$ cat src/rtl/icms_pkg.sv
// Purpose: Shared constants and types for input clock monitor and select
// Assumes: Three-level straps arrive as a two-bit code per pin
// Notes: Code 2'b11 means the pin is left floating
package icms_pkg;
   // Three-level pin codes
   localparam logic [1:0] ICMS_LVL_L = 2'h0;
   localparam logic [1:0] ICMS_LVL_M = 2'h1;
   localparam logic [1:0] ICMS_LVL_H = 2'h2;
   localparam logic [1:0] ICMS_LVL_FLOAT = 2'h3;
   // Selection policy codes
   localparam logic [1:0] ICMS_POL_MANUAL = 2'h0;
   localparam logic [1:0] ICMS_POL_AUTO_NR = 2'h1;
   localparam logic [1:0] ICMS_POL_AUTO_REV = 2'h2;
   // Monitor timing, in system clock cycles (valid count in reference edges)
   localparam int ICMS_GAP_W = 8;
   localparam logic [ICMS_GAP_W-1:0] ICMS_LOS_LIMIT_L = 8'h10;
   localparam logic [ICMS_GAP_W-1:0] ICMS_LOS_LIMIT_M = 8'h20;
   localparam logic [ICMS_GAP_W-1:0] ICMS_LOS_LIMIT_H = 8'h40;
   localparam int ICMS_GOOD_W = 4;
   localparam logic [ICMS_GOOD_W-1:0] ICMS_VALID_EDGES = 4'h8;
   localparam int ICMS_CAL_W = 8;
   localparam logic [ICMS_CAL_W-1:0] ICMS_CAL_CYCLES = 8'h40;
   // Crystal rate decode
   localparam int ICMS_RATE_W = 4;
   localparam logic [ICMS_RATE_W-1:0] ICMS_RATE_RESET = 4'h4;
   localparam logic [1:0] ICMS_EXT_CLK_HI_LVL = 2'h2;

   typedef struct packed {
      logic lost;
      logic [ICMS_GOOD_W-1:0] good;
      logic [ICMS_GAP_W-1:0] gap;
      logic prev;
   } icms_mon_t;

   typedef struct packed {
      logic ext_clk;
      logic [ICMS_RATE_W-1:0] rate;
   } icms_xtal_t;

   typedef enum logic [1:0] {ICMS_CAL_WAIT, ICMS_CAL_RUN, ICMS_CAL_DONE} icms_cal_t;
endpackage

$ cat src/rtl/icms_input_clock_monitor_select.sv
// Purpose: Loss-of-signal monitors, input selection and strap decode
// Assumes: Reference clocks are sampled as synchronous inputs
// Notes: Rate and table straps are captured on the first cycle after reset
module icms_input_clock_monitor_select (
   input wire logic clk_sys_in,
   input wire logic rst_in,
   input wire logic ref_clock_in_a,
   input wire logic ref_clock_in_b,
   input wire logic [1:0] select_policy_strap_in,
   input wire logic [1:0] xtal_rate_strap_lo_in,
   input wire logic [1:0] xtal_rate_strap_hi_in,
   input wire logic [1:0] freq_table_strap_in,
   input wire logic manual_select_in,
   output logic in1_loss_flag_out,
   output logic in2_loss_flag_out,
   output logic active_input_out,
   output logic [1:0] select_policy_out,
   output icms_pkg::icms_xtal_t xtal_cfg_out,
   output logic calib_done_out
);
   import icms_pkg::*;

   function automatic logic [1:0] icms_lvl(input logic [1:0] code);
      icms_lvl = (code == ICMS_LVL_FLOAT) ? ICMS_LVL_M : code;
   endfunction

   logic [1:0] clk_in;
   logic [1:0] edge_det;
   logic [1:0] lost;
   icms_mon_t mon_q [2];
   icms_mon_t mon_d [2];
   logic [ICMS_GAP_W-1:0] limit_q, limit_d;
   icms_xtal_t xtal_q, xtal_d;
   logic capture_q, capture_d;
   logic [1:0] policy_q, policy_d;
   logic active_q, active_d;
   icms_cal_t cal_q, cal_d;
   logic [ICMS_CAL_W-1:0] cal_cnt_q, cal_cnt_d;

   assign clk_in = {ref_clock_in_b, ref_clock_in_a};

   // Strap capture and decode
   always_comb begin
      logic [1:0] lo;
      logic [1:0] hi;
      lo = icms_lvl(xtal_rate_strap_lo_in);
      hi = icms_lvl(xtal_rate_strap_hi_in);
      capture_d = 1'b0;
      xtal_d = xtal_q;
      limit_d = limit_q;
      if (capture_q) begin
         xtal_d.rate = ICMS_RATE_W'(hi) * 4'h3 + ICMS_RATE_W'(lo);
         xtal_d.ext_clk = (hi == ICMS_EXT_CLK_HI_LVL);
         case (icms_lvl(freq_table_strap_in))
            ICMS_LVL_L: limit_d = ICMS_LOS_LIMIT_L;
            ICMS_LVL_H: limit_d = ICMS_LOS_LIMIT_H;
            default: limit_d = ICMS_LOS_LIMIT_M;
         endcase
      end
      policy_d = icms_lvl(select_policy_strap_in);
   end

   always_ff @(posedge clk_sys_in) begin
      if (rst_in) begin
         capture_q <= 1'b1;
         xtal_q <= '{ext_clk: 1'b0, rate: ICMS_RATE_RESET};
         limit_q <= ICMS_LOS_LIMIT_M;
         policy_q <= ICMS_POL_AUTO_NR;
      end else begin
         capture_q <= capture_d;
         xtal_q <= xtal_d;
         limit_q <= limit_d;
         policy_q <= policy_d;
      end
   end

   // Per-input loss-of-signal monitors
   genvar gi;
   generate
      for (gi = 0; gi < 2; gi++) begin : g_mon
         assign edge_det[gi] = clk_in[gi] & ~mon_q[gi].prev;
         assign lost[gi] = mon_q[gi].lost;

         always_comb begin
            mon_d[gi] = mon_q[gi];
            mon_d[gi].prev = clk_in[gi];
            if (edge_det[gi]) begin
               mon_d[gi].gap = '0;
               if (mon_q[gi].lost) begin
                  if (mon_q[gi].good == ICMS_VALID_EDGES - 4'h1) begin
                     mon_d[gi].lost = 1'b0;
                     mon_d[gi].good = '0;
                  end else begin
                     mon_d[gi].good = mon_q[gi].good + 4'h1;
                  end
               end
            end else if (mon_q[gi].gap >= limit_q - 8'h1) begin
               mon_d[gi].lost = 1'b1;
               mon_d[gi].good = '0;
            end else begin
               mon_d[gi].gap = mon_q[gi].gap + 8'h1;
            end
         end

         always_ff @(posedge clk_sys_in) begin
            if (rst_in) begin
               mon_q[gi] <= '{lost: 1'b1, good: '0, gap: '0, prev: 1'b0};
            end else begin
               mon_q[gi] <= mon_d[gi];
            end
         end

         loss_set_a: assert property (@(posedge clk_sys_in) disable iff (rst_in)
            (!edge_det[gi] && mon_q[gi].gap == limit_q - 8'h1) |=> mon_q[gi].lost)
            else $error("loss flag not raised at gap limit");
         loss_hold_a: assert property (@(posedge clk_sys_in) disable iff (rst_in)
            (mon_q[gi].lost && !edge_det[gi]) |=> mon_q[gi].lost)
            else $error("loss flag dropped without an edge");
         loss_clear_a: assert property (@(posedge clk_sys_in) disable iff (rst_in)
            (mon_q[gi].lost ##1 !mon_q[gi].lost) |-> $past(mon_q[gi].good) == ICMS_VALID_EDGES - 4'h1)
            else $error("loss flag cleared before validation");
      end
   endgenerate

   // Input selection and calibration
   always_comb begin
      active_d = active_q;
      case (policy_q)
         ICMS_POL_MANUAL: active_d = manual_select_in;
         ICMS_POL_AUTO_REV: begin
            if (!lost[0]) begin
               active_d = 1'b0;
            end else if (!lost[1]) begin
               active_d = 1'b1;
            end
         end
         default: begin
            if (lost[active_q] && !lost[~active_q]) begin
               active_d = ~active_q;
            end
         end
      endcase
      cal_d = cal_q;
      cal_cnt_d = cal_cnt_q;
      case (cal_q)
         ICMS_CAL_WAIT: begin
            if (!lost[active_q]) begin
               cal_d = ICMS_CAL_RUN;
            end
         end
         ICMS_CAL_RUN: begin
            cal_cnt_d = cal_cnt_q + 8'h1;
            if (cal_cnt_q == ICMS_CAL_CYCLES - 8'h1) begin
               cal_d = ICMS_CAL_DONE;
            end
         end
         ICMS_CAL_DONE: cal_d = ICMS_CAL_DONE;
         default: cal_d = ICMS_CAL_WAIT;
      endcase
   end

   always_ff @(posedge clk_sys_in) begin
      if (rst_in) begin
         active_q <= 1'b0;
         cal_q <= ICMS_CAL_WAIT;
         cal_cnt_q <= '0;
      end else begin
         active_q <= active_d;
         cal_q <= cal_d;
         cal_cnt_q <= cal_cnt_d;
      end
   end

   // Output registers
   always_ff @(posedge clk_sys_in) begin
      if (rst_in) begin
         in1_loss_flag_out <= 1'b1;
         in2_loss_flag_out <= 1'b1;
         active_input_out <= 1'b0;
         select_policy_out <= ICMS_POL_AUTO_NR;
         xtal_cfg_out <= '{ext_clk: 1'b0, rate: ICMS_RATE_RESET};
         calib_done_out <= 1'b0;
      end else begin
         in1_loss_flag_out <= lost[0];
         in2_loss_flag_out <= lost[1];
         active_input_out <= active_q;
         select_policy_out <= policy_q;
         xtal_cfg_out <= xtal_q;
         calib_done_out <= (cal_q == ICMS_CAL_DONE);
      end
   end

   policy_float_a: assert property (@(posedge clk_sys_in) disable iff (rst_in)
      (select_policy_strap_in == ICMS_LVL_FLOAT) |=> ##1 (select_policy_out == ICMS_POL_AUTO_NR))
      else $error("floating policy strap not read as middle");
   policy_decode_a: assert property (@(posedge clk_sys_in) disable iff (rst_in)
      (select_policy_strap_in != ICMS_LVL_FLOAT) |=> (policy_q == $past(select_policy_strap_in)))
      else $error("policy strap decoded wrongly");
   rate_float_a: assert property (@(posedge clk_sys_in) disable iff (rst_in)
      (capture_q && xtal_rate_strap_lo_in == ICMS_LVL_L && xtal_rate_strap_hi_in == ICMS_LVL_FLOAT)
      |=> (xtal_q.rate == 4'h3 && !xtal_q.ext_clk))
      else $error("floating rate straps not read as middle");
   rate_type_a: assert property (@(posedge clk_sys_in) disable iff (rst_in)
      (capture_q && xtal_rate_strap_hi_in == ICMS_LVL_H) |=> ##1 xtal_cfg_out.ext_clk)
      else $error("external reference kind not decoded");
   plan_limit_a: assert property (@(posedge clk_sys_in) disable iff (rst_in)
      (capture_q && freq_table_strap_in == ICMS_LVL_L) |=> (limit_q == ICMS_LOS_LIMIT_L))
      else $error("plan table limit not taken");
   revert_pref_a: assert property (@(posedge clk_sys_in) disable iff (rst_in)
      (policy_q == ICMS_POL_AUTO_REV && !lost[0]) |=> !active_q)
      else $error("revertive mode did not return to input one");
   nonrev_hold_a: assert property (@(posedge clk_sys_in) disable iff (rst_in)
      (policy_q == ICMS_POL_AUTO_NR && !lost[active_q]) |=> $stable(active_q))
      else $error("non-revertive mode left a good input");
   reset_state_a: assert property (@(posedge clk_sys_in)
      rst_in |=> (in1_loss_flag_out && in2_loss_flag_out && !calib_done_out && cal_q == ICMS_CAL_WAIT))
      else $error("reset state not reached");
endmodule

$ cat config.mk
export PLATFORM = sky130hd
export DESIGN_NAME = icms_input_clock_monitor_select
export DESIGN_NICKNAME = d
export VERILOG_FILES = /design/src/rtl/icms_pkg.sv /design/src/rtl/icms_input_clock_monitor_select.sv
export SDC_FILE = /design/constraint.sdc
export NUM_CORES = 1
export LEC_CHECK = 0
export ABC_AREA = 1
export ABC_CLOCK_PERIOD_IN_PS = 2300
export BUFFER_PORTS_ARGS = -buffer_cell sky130_fd_sc_hd__buf_2
export CORE_UTILIZATION = 59
export CTS_CLUSTER_SIZE = 40
export DETAILED_ROUTE_END_ITERATION = 7
export PLACE_DENSITY = 0.91
export SLEW_MARGIN = 10
export SYNTH_ARGS = -nofsm -noshare
export SYNTH_HDL_FRONTEND = slang
export SYNTH_SLANG_ARGS = --single-unit
$ cat constraint.sdc
create_clock -name clk_sys_in -period 2.3 [get_ports clk_sys_in]
set_input_delay 0.345 -clock clk_sys_in [delete_from_list [all_inputs] [get_ports clk_sys_in]]
set_output_delay 0.345 -clock clk_sys_in [all_outputs]
set_load 0.02 [all_outputs]
-- Word level (Yosys, flattened, before mapping)
Memories as Yosys holds them, arrays and structs flattened.
Index checks and enable logic that the tools add are counted.
- flip-flop bits (word level): 38
- bits in latches: 0
- bits in writable memories: 28
- ROM bits: 0
- output and inout bits: 11
- word-level logic and storage cells: 91
- memories: 1
- $add $sub $neg: 7
- multiply operators: 1
- divide/modulo/power cells: 0
- order comparisons: 4
- equality and inequality tests: 15
- shift operators: 0
- muxes and demuxes: 32
- bitwise logic cells: 7
- reductions and logical operators: 9
- memories (name ; depth ; bits a word ; rd ports ; clocked after memory_dff ; write ports ; line ; source):
    mon_q ; 2 ; 14 ; 2 ; 0 ; 2 ; icms_input_clock_monitor_select.sv:30 ; icms_mon_t mon_q [2];
- operator list (kind ; number):
    2-to-1 mux 14 bit ; 2
    2-to-1 mux 13 bit ; 2
    adder 8 x 1 -> 8 bit (second input constant) ; 3
    2-to-1 mux 5 bit ; 4
    == test 2 bit (second input constant) ; 8
    greater-or-equal comparator 8 bit ; 2
    2-to-1 mux 8 bit ; 2
    one-hot mux 7 bit (2 select lines) ; 1
    2-to-1 mux 1 bit ; 12
    2-to-1 mux 2 bit ; 5
    adder 4 x 1 -> 4 bit (second input constant) ; 2
    == test 4 x 3 -> 1 bit (second input constant) ; 2
    == test 8 x 6 -> 1 bit (second input constant) ; 1
    2-to-1 mux 4 bit ; 2
    subtractor 8 x 1 -> 8 bit (second input constant) ; 1
    logical NOT 2 bit ; 3
    one-hot mux 2 bit (3 select lines) ; 1
    adder 4 x 2 -> 4 bit ; 1
    less-than comparator 1 x 2 -> 1 bit (second input constant) ; 2
    multiplier 2 x 2 -> 4 bit (second input constant) ; 1
    != test 2 bit (second input constant) ; 2
    AND reduction 2 bit ; 2
    != test 3 bit (second input constant) ; 1
    inverter 1 bit ; 3
    other kinds (8) ; 10

-- Depth between registers and ports, before layout
Gate-level depths: netlist of run 1.
- depth after elaboration: 7
- gate-level depth with buffers: 13
- gate-level depth less buffers: 12

-- Least setup slack after synthesis of run 1
Ideal clock, no wire load.
- kind: reg2reg
- start: register limit_q[4]
- end: memory mon_q[1][8] (netlist bit)
- library setup time: 124 ps
- data arrival time: 1766 ps
- slack: 410 ps
- cell stages (with the launch flop): 10
- buffers on the path: 1
- path through: dfxtp_1 -> inv_1 -> ha_1 -> ha_1 -> a21o_1 -> nor2_1 -> o21ai_4 -> buf_6 -> o21ai_0 -> a21oi_1
- RTL lines (what ; line ; source):
    start, declared ; icms_input_clock_monitor_select.sv:32 ; logic [ICMS_GAP_W-1:0] limit_q, limit_d;
    start signal, assigned ; icms_input_clock_monitor_select.sv:72 ; limit_q <= limit_d;
    end, declared ; icms_input_clock_monitor_select.sv:30 ;

==> key figures, run 1 <==
Outcome
  • Status: completed

GRT
  • Antenna violations before repair: 0
  • Vias in the first global route: 2312
  • Largest net degree at the start of global routing: 28
  • Global-route wire length before repair: 9.55 mm
  • Met3 GRT Util: 0.0583
  • Global routing's busiest layer: met2
  • M1 GR Usage: 0.271
  • Met2 usage: 0.422
  • Total congestion overflow: 0
  • Total track usage: 0.239

Worst setup path
  • Crit path DAT: 2.29 ns
  • Critical path type: reg -> reg
  • Crit-path max cell delay: 0.38 ns
  • Crit path required time: 2.51 ns
  • CP Cell Sequence: inv_1 -> ha_1 -> ha_1 -> nand2_1 -> nor2_1 -> nor2_1 -> o21ai_4 -> nand2_2 -> nand3_1 -> a21oi_1
  • Critical Path Start Type: flop
  • Crit path max-delay family: adder cells
  • Worst path bufs/invs: 1
  • CP max stage cell: dfxtp_1
  • Critical path fanouts, max: 13
  • Nature of the critical path endpoint: flop

Worst hold path
  • Hold Path Class: in -> reg

STA
  • Least-Margin Pin Slew: 0.599 ns
  • Final worst setup slack: 0.222 ns
  • Fmax: 0.481 GHz
  • Fin. Hold Viols: 0
  • Minimum clock period: 2.08 ns
  • RSZ-0062 raised after global routing: false
  • Pins Over Slew Limit: 0
  • Final period util: 0.903
  • Final Skew: 0.00699 ns
  • Slew HR: 0.600
  • Setup violators final: 0
  • Sum Neg Setup Slack: 0 ns

Die
  • Die H: 71.9 microns
  • Ports: 24
  • Site Rows: 25
  • Initial core utilization: 0.610
  • Die width: 71.9 microns
  • Core Area: 4720 sq um
  • Die ar.: 5170 sq um

Synthesis
  • Synthesized cell area: 2880 sq um
  • Asr flop ratio synth: 0
  • Top cells by area, synth: dfxtp_1 (42%), ha_1 (8.2%), nand2_1 (8.1%), a21oi_1 (7.1%), inv_1 (6.6%)
  • Syn Area/Cell: 7.61 sq um
  • Yosys cell types: 34
  • Largest area contributor in the netlist: dfxtp_1
  • Post-synth top area share: 0.424
  • Sequential cell area fraction in the yosys report: 0.424
  • Seq cells post-synth: 61
  • Syn nets: 412
  • Post-synth top flop: dfxtp_1
  • Count leader, synth: nand2_1
  • Cells after synthesis: 379
  • Synth cell count leaders: nand2_1 (62), dfxtp_1 (61), inv_1 (51)
  • Synth warnings: 0
  • Number of synthesized flops with an enable pin: 0

Route
  • Post-Route WL: 5.51 mm
  • Post-route ant nets: 0
  • Initial DRC count: 134
  • First-pass DRT Iterations: 4
  • Avg Vias per Cell: 5.18
  • Via count: 2461
  • DRC viols: 0
  • Wire per inst: 11.6 microns

Finish
  • Register area: 1220 sq um
  • Synth-to-Final Area Change: 12.3%
  • Final core utilization: 0.685
  • Multi-input logic area: 1400 sq um
  • Share of layout cells above drive strength 1: 0.135
  • Cell area after layout: 3240 sq um
  • Nets: 436
  • Antenna fix cells: 0
  • # fillers: 392

Clocking
  • TritonCTS clock tree: built
  • Clock latency on the worst-skew pair: 0.34 ns
  • Cts bufs inserted: 9
  • Clk sinks: 61
  • CTS HTree Levels: 3
  • Clk root buf: clkbuf_8
  • Cts-stage hold buffer count: 0
  • Clock-pin transition on the worst setup and hold timing paths: 0.07 ns
  • Clock Tree Buf Depth: 2

Power
  • Max IR drop VDD: 603 uV
  • Final total power: 2.47 mW
  • Power Density: 763 nW/um^2
  • Lkg Pwr: 1.42 nW

Placed design
  • Routability cong.: 0.841
  • Pre-CTS setup slack: 0.146 ns
  • HPWL reported at the end of detailed placement: 3.90 mm
  • Post-DP Area: 3030 sq um
  • Port buffer count: 23

Job
  • Max cap viols: 0
[placed cells by master (no fill, tap or decap)]
| master | instances |
|---|---|
| nand3_2 | 2 |
| dfxtp_1 | 61 |
| fa_1 | 1 |
| xnor2_1 | 4 |
| o21ai_4 | 1 |
| a21o_1 | 1 |
| o21bai_1 | 1 |
| nand3b_1 | 1 |
| o21ai_0 | 25 |
| o21ai_1 | 2 |
| clkbuf_8 | 9 |
| nand3_1 | 25 |
| a31oi_1 | 1 |
| ha_1 | 19 |
| inv_1 | 50 |
| xor2_1 | 3 |
| nor3_1 | 3 |
| nor2_2 | 1 |
| nand2_4 | 2 |
| clkbuf_1 | 2 |
| clkinv_2 | 3 |
| bufinv_16 | 2 |
| nand4_1 | 4 |
| a21oi_1 | 41 |
| a221oi_1 | 1 |
| nand2_1 | 61 |
| or2_1 | 1 |
| o22ai_1 | 1 |
| clkinv_4 | 1 |
| a211oi_1 | 2 |
| nor2_1 | 41 |
| inv_2 | 3 |
| nor3b_1 | 2 |
| nand2_2 | 4 |
| buf_2 | 23 |
| or2_2 | 4 |
[layout make-up]
class	count	share of cell area
clock buffer	11	0.0406
clock inverter	5	0.0232
inverter	54	0.0642
multi-input combinational	254	0.433
sequential	61	0.377
tap	67	0.0259
timing repair buffer	23	0.0356
[final timing paths]
path                                   from              end  slack [ns]  cells after the start
setup / recovery                 limit_q[4]     mon_q[1][12]        0.22                     10
hold / removal    select_policy_strap_in[0]      policy_q[1]        0.18                      2
setup reg to reg                 limit_q[4]     mon_q[1][12]        0.22                     10
hold reg to reg                   xtal_q[4]  xtal_cfg_out[4]        0.43                      2
[kinds of logic after synthesis]
family	Yosys count	share of synthesized area
AO/OA/AOI/OAI	76	0.141
XOR/XNOR	7	0.0213
adder cells (fa/ha/maj)	20	0.0894
buffers and inverters	64	0.0907
flip-flops	61	0.424
AND/OR/NAND/NOR	151	0.234
[per-layer routing]
metal / vias to the layer above / share of wire
met1: 1134 / 0.45
met5: - / 0
met3: 11 / 0.033
li1: 1275 / -
met4: 0 / 0.020
met2: 41 / 0.50
[per-stage QoR]
| stage | hold slack (ns) | instances |
|---|---|---|
| after floorplan | 0.373 | 379 |
| after global placement | 0.416 | 459 |
| after detailed placement | 0.420 | 459 |
| after CTS | 0.183 | 475 |
| after global routing | 0.184 | 475 |
| final | 0.185 | 475 |
[power by group]
group | internal [mW] | switching [mW] | leakage, nW
clock | 0.605 | 0.409 | 0.107
combinational | 0.107 | 0.188 | 0.811
sequential | 1.12 | 0.0391 | 0.498
total | 1.83 | 0.636 | 1.42
[timing repair]
action / 4_1_cts / 5_1_grt
setup endpoints to repair: 0 / 5
setup buffers: 0 / 0
gates resized for setup: 0 / 2
[state kept, by name, summed over array words and instances (netlist names), 2 cells and up]
signal and flops:
select_policy_out 2, xtal_cfg_out 5, xtal_q 5, mon_q 28, cal_cnt_q 8, policy_q 2
cal_q 2, limit_q 3
(Power assumes the default switching activity.)
==> inputs of run 2 (changes only) <==
- CELL_PAD_IN_SITES_DETAIL_PLACEMENT: unset -> 1
- CELL_PAD_IN_SITES_GLOBAL_PLACEMENT: unset -> 1
- CORE_UTILIZATION: 59 -> 44
==> key figures, run 2 (synthesis gave the netlist of run 1 again) <==
Outcome
  • Status: completed

Clocking
  • Post_cts resized: 0
  • Clock Tree Buf Depth: 2
  • Clock-pin transition on the worst setup and hold timing paths: 0.07 ns
  • Clk sinks: 61
  • Clk root buf: clkbuf_8
  • TritonCTS clock tree: built
  • Cts bufs inserted: 9
  • Setup bufs post-CTS: 0
  • Cts-stage hold buffer count: 0
  • Clock latency on the worst-skew pair: 0.34 ns
  • CTS HTree Levels: 3

Die
  • Die H: 82.9 microns
  • Die ar.: 6880 sq um
  • Core Area: 6350 sq um
  • Ports: 24
  • Site Rows: 29
  • Die width: 82.9 microns
  • Initial core utilization: 0.454

Job
  • Max cap viols: 0

Worst hold path
  • Hold Crit Start: select_policy_strap_in[0]
  • Hold Path Class: in -> reg

GRT
  • Largest net degree at the start of global routing: 27
  • Global-route wire length before repair: 11.9 mm
  • Total track usage: 0.213
  • Antenna violations before repair: 0
  • Total congestion overflow: 0
  • Vias in the first global route: 2719

Finish
  • Nets: 441
  • Share of layout cells above drive strength 1: 0.140
  • Cell area after layout: 3270 sq um
  • Most frequent cells in the layout: nand2_1 (62), dfxtp_1 (61), inv_1 (51), nor2_1 (41), a21oi_1 (41)
  • Largest regs: mon_q (28), cal_cnt_q (8)
  • Cell Count, Final, Fillers Out: 490
  • Antenna fix cells: 0
  • Commonest non-fill, non-tap cell in the layout: nand2_1
  • Final core utilization: 0.515
  • Biggest register: mon_q
  • Synth-to-Final Area Change: 13.5%
  • Max reg flops: 28

STA
  • Final period util: 0.911
  • Final worst setup slack: 0.205 ns
  • Least-Margin Pin Slew: 0.410 ns
  • Minimum clock period: 2.10 ns
  • Slew HR: 0.727
  • Pins Over Slew Limit: 0
  • Fmax: 0.477 GHz
  • Fin. Hold Viols: 0
  • RSZ-0062 raised after global routing: false
  • Final Skew: 0.00882 ns
  • Sum Neg Setup Slack: 0 ns
  • Setup violators final: 0
  • Worst hold margin: 0.193 ns

Route
  • First-pass DRT Iterations: 4
  • Avg Vias per Cell: 5.19
  • Wire per inst: 13.8 microns
  • DRC viols: 0
  • Post-route ant nets: 0
  • Via count: 2543
  • Initial DRC count: 79
  • Post-Route WL: 6.78 mm

Worst setup path
  • Critical Path Start Type: flop
  • Critical path type: reg -> reg
  • Crit path launch: limit_q[4]
  • Critical path fanouts, max: 9
  • Nature of the critical path endpoint: flop
  • Reg-to-reg startpoint: limit_q[4]
  • Crit path DAT: 2.36 ns
  • Crit path required time: 2.57 ns

Power
  • Power Density: 738 nW/um^2
  • Lkg Pwr: 1.43 nW
  • Final total power: 2.41 mW
  • Max IR drop VDD: 435 uV

Placed design
  • Placed Instances: 471
  • HPWL reported at the end of detailed placement: 4.90 mm
  • Routability cong.: 0.820
  • Pre-CTS setup slack: 0.166 ns
  • Post-DP Area: 3060 sq um
  • Port buffer count: 23
run 2: layout make-up:
type | instances | area [sq um]
clock buffer | 12 | 145
clock inverter | 4 | 47.5
tap | 77 | 96.3
inverter | 54 | 208
timing repair buffer | 28 | 153
sequential | 61 | 1220
fill | 803 | 3080
multi-input combinational | 254 | 1400
run 2: final timing paths:
| path | end | slack [ns] | cells past startpoint |
|---|---|---|---|
| worst min-delay path | policy_q[1] | 0.19 | 2 |
| worst max register to register | mon_q[1][4] | 0.20 | 10 |
| worst max-delay path | mon_q[1][4] | 0.20 | 10 |
| worst min register to register | select_policy_out[1] | 0.43 | 2 |
run 2: layer usage:
metal,up-vias,wire length (microns),global-route usage
met2,23,3460,0.387
met5,-,0,0
met1,1231,3060,0.245
met4,0,83,0.0815
met3,8,179,0.0417
li1,1281,-,-
run 2: report_power, final:
group | switching [mW] | internal, mW
sequential | 0.0410 | 1.12
combinational | 0.194 | 0.108
clock | 0.421 | 0.527
total | 0.656 | 1.76
run 2: critical path, cell delays in order (launching register included):
cell,delay [ns]
dfxtp_1,0.39
inv_1,0.08
ha_1,0.32
ha_1,0.30
a21o_1,0.16
nor2_1,0.21
o21ai_4,0.12
buf_4,0.17
nor2_1,0.09
nand2_1,0.06
a21oi_1,0.13
==> inputs of run 3 (changes only) <==
==> constraint.sdc (replaced) <==
create_clock -name clk_sys_in -period 2.3 [get_ports clk_sys_in]
set_input_delay 0.115 -clock clk_sys_in [delete_from_list [all_inputs] [get_ports clk_sys_in]]
set_output_delay 0.115 -clock clk_sys_in [all_outputs]
set_load 0.02 [all_outputs]
==> key figures, run 3 (synthesis gave the netlist of run 1 again) <==
Power
  • NetSw: 0.639 mW
  • Power Density: 700 nW/um^2
  • Pint: 1.65 mW
  • Share of power burned in combinational logic: 0.136
  • Sw frac: 0.280
  • Reg power frac: 0.509
  • Lkg Pwr: 1.43 nW
  • Clk network pwr share: 0.355
  • Max IR drop VDD: 432 uV

Clocking
  • Clock Tree Buf Depth: 2
  • Clk sinks: 61
  • Cts bufs inserted: 9
  • Clock-pin transition on the worst setup and hold timing paths: 0.07 ns
  • Clk root buf: clkbuf_8
  • CTS HTree Levels: 3
  • Clock latency on the worst-skew pair: 0.34 ns
  • TritonCTS clock tree: built

STA
  • RSZ-0062 raised after global routing: false
  • Slew HR: 0.738
  • Setup violators final: 0
  • Final period util: 0.919
  • Pins Over Slew Limit: 0
  • Worst hold margin: 0.0265 ns
  • Sum Neg Setup Slack: 0 ns
  • Fin. Hold Viols: 0
  • Minimum clock period: 2.11 ns
  • Fmax: 0.473 GHz
  • Final Skew: 0.00652 ns
  • Least-Margin Pin Slew: 0.392 ns

Finish
  • Nets: 444
  • Share of layout cells above drive strength 1: 0.137
  • Max reg flops: 28
  • Biggest register: mon_q
  • Synth-to-Final Area Change: 13.3%
  • # fillers: 799
  • Cell Count, Final, Fillers Out: 492
  • Most frequent cells in the layout: nand2_1 (62), dfxtp_1 (61), inv_1 (50), nor2_1 (41), a21oi_1 (41)
  • Commonest non-fill, non-tap cell in the layout: nand2_1
  • Antenna fix cells: 0
  • Largest regs: mon_q (28), cal_cnt_q (8)

Die
  • Die H: 82.9 microns
  • Ports: 24
  • Die width: 82.9 microns
  • Core Area: 6350 sq um
  • Site Rows: 29
  • Die ar.: 6880 sq um
  • Initial core utilization: 0.454

Worst setup path
  • Nature of the critical path endpoint: flop
  • Crit path required time: 2.58 ns
  • Critical path fanouts, max: 12
  • Critical Path Start Type: flop
  • Crit path DAT: 2.39 ns
  • Critical path type: reg -> reg

Worst hold path
  • Hold Path Class: in -> reg

Placed design
  • Routability cong.: 0.790
  • Placed Instances: 471
  • HPWL reported at the end of detailed placement: 4.93 mm
  • Port buffer count: 23

GRT
  • Antenna violations before repair: 0
  • Vias in the first global route: 2741
  • Largest net degree at the start of global routing: 27
  • Total track usage: 0.220
  • Total congestion overflow: 0
  • Global-route wire length before repair: 12.2 mm

Job
  • Max cap viols: 0

Route
  • Post-route ant nets: 0
  • Initial DRC count: 68
  • Via count: 2555
  • DRC viols: 0
  • First-pass DRT Iterations: 4
  • Post-Route WL: 6.88 mm
  • Avg Vias per Cell: 5.19
  • Wire per inst: 14.0 microns

Outcome
  • Status: completed
==> run 3: repair_timing <==
action,4_1_cts,5_1_grt
endpoints found under the setup margin,0,7
buffers inserted,0,3
hold endpoints to repair,3,0
hold buffers,3,0
resized for setup,0,1
==> run 3: per-layer routing <==
metal  vias to the layer above  wire length (microns)  track usage
li1                       1288                      -            -
met1                      1232                   3070        0.248
met2                        26                   3500        0.396
met3                         9                    191       0.0527
met4                         0                    112       0.0893
met5                         -                      0            0
==> run 3: power groups by stage <==
stage | registers, mW | clock network, mW | logic (mW)
2_1_floorplan | 1.19 | 0 | 0.212
3_3_place_gp | 1.18 | 0 | 0.284
3_5_place_dp | 1.19 | 0 | 0.308
4_1_cts | 1.16 | 0.837 | 0.319
5_1_grt | 1.17 | 0.883 | 0.368
6_report | 1.16 | 0.811 | 0.312
==> run 3: critical path, cell delays in order, from the launching register on <==
cell,delay [ns]
dfxtp_1,0.39
inv_1,0.09
ha_1,0.34
ha_1,0.31
a21oi_1,0.16
o21ai_1,0.08
nand2_1,0.08
nand2_2,0.16
or2_2,0.32
a21oi_1,0.12
==> run 3: path summary, 6_finish.rpt <==
check | startpoint | to | slack, ns | depth (start not counted)
setup / recovery | limit_q[4] | mon_q[0][1] | 0.19 | 9
hold / removal | select_policy_strap_in[1] | policy_q[0] | 0.03 | 3
setup reg to reg | limit_q[4] | mon_q[0][1] | 0.19 | 9
hold reg to reg | xtal_q[4] | xtal_cfg_out[4] | 0.43 | 2
==> run 3: final cells by class <==
cell class	count	area (sq um)	share of cell area
clock buffer	13	149	0.0456
clock inverter	2	10.0	0.00306
inverter	54	208	0.0636
tap	77	96.3	0.0295
sequential	61	1220	0.374
multi-input combinational	254	1400	0.429
timing repair buffer	31	183	0.0559
==> run 3: metrics by stage <==
stage	setup WS (ns)	utilization	power, mW	instance area [sq um]
2_1_floorplan	0.410	-	1.40	2880
4_1_cts	0.0732	0.511	2.32	3240
6_report	0.186	0.514	2.29	3270
5_1_grt	0.0384	0.514	2.42	3270
3_5_place_dp	0.161	0.481	1.49	3060
3_3_place_gp	0.263	0.481	1.46	3060
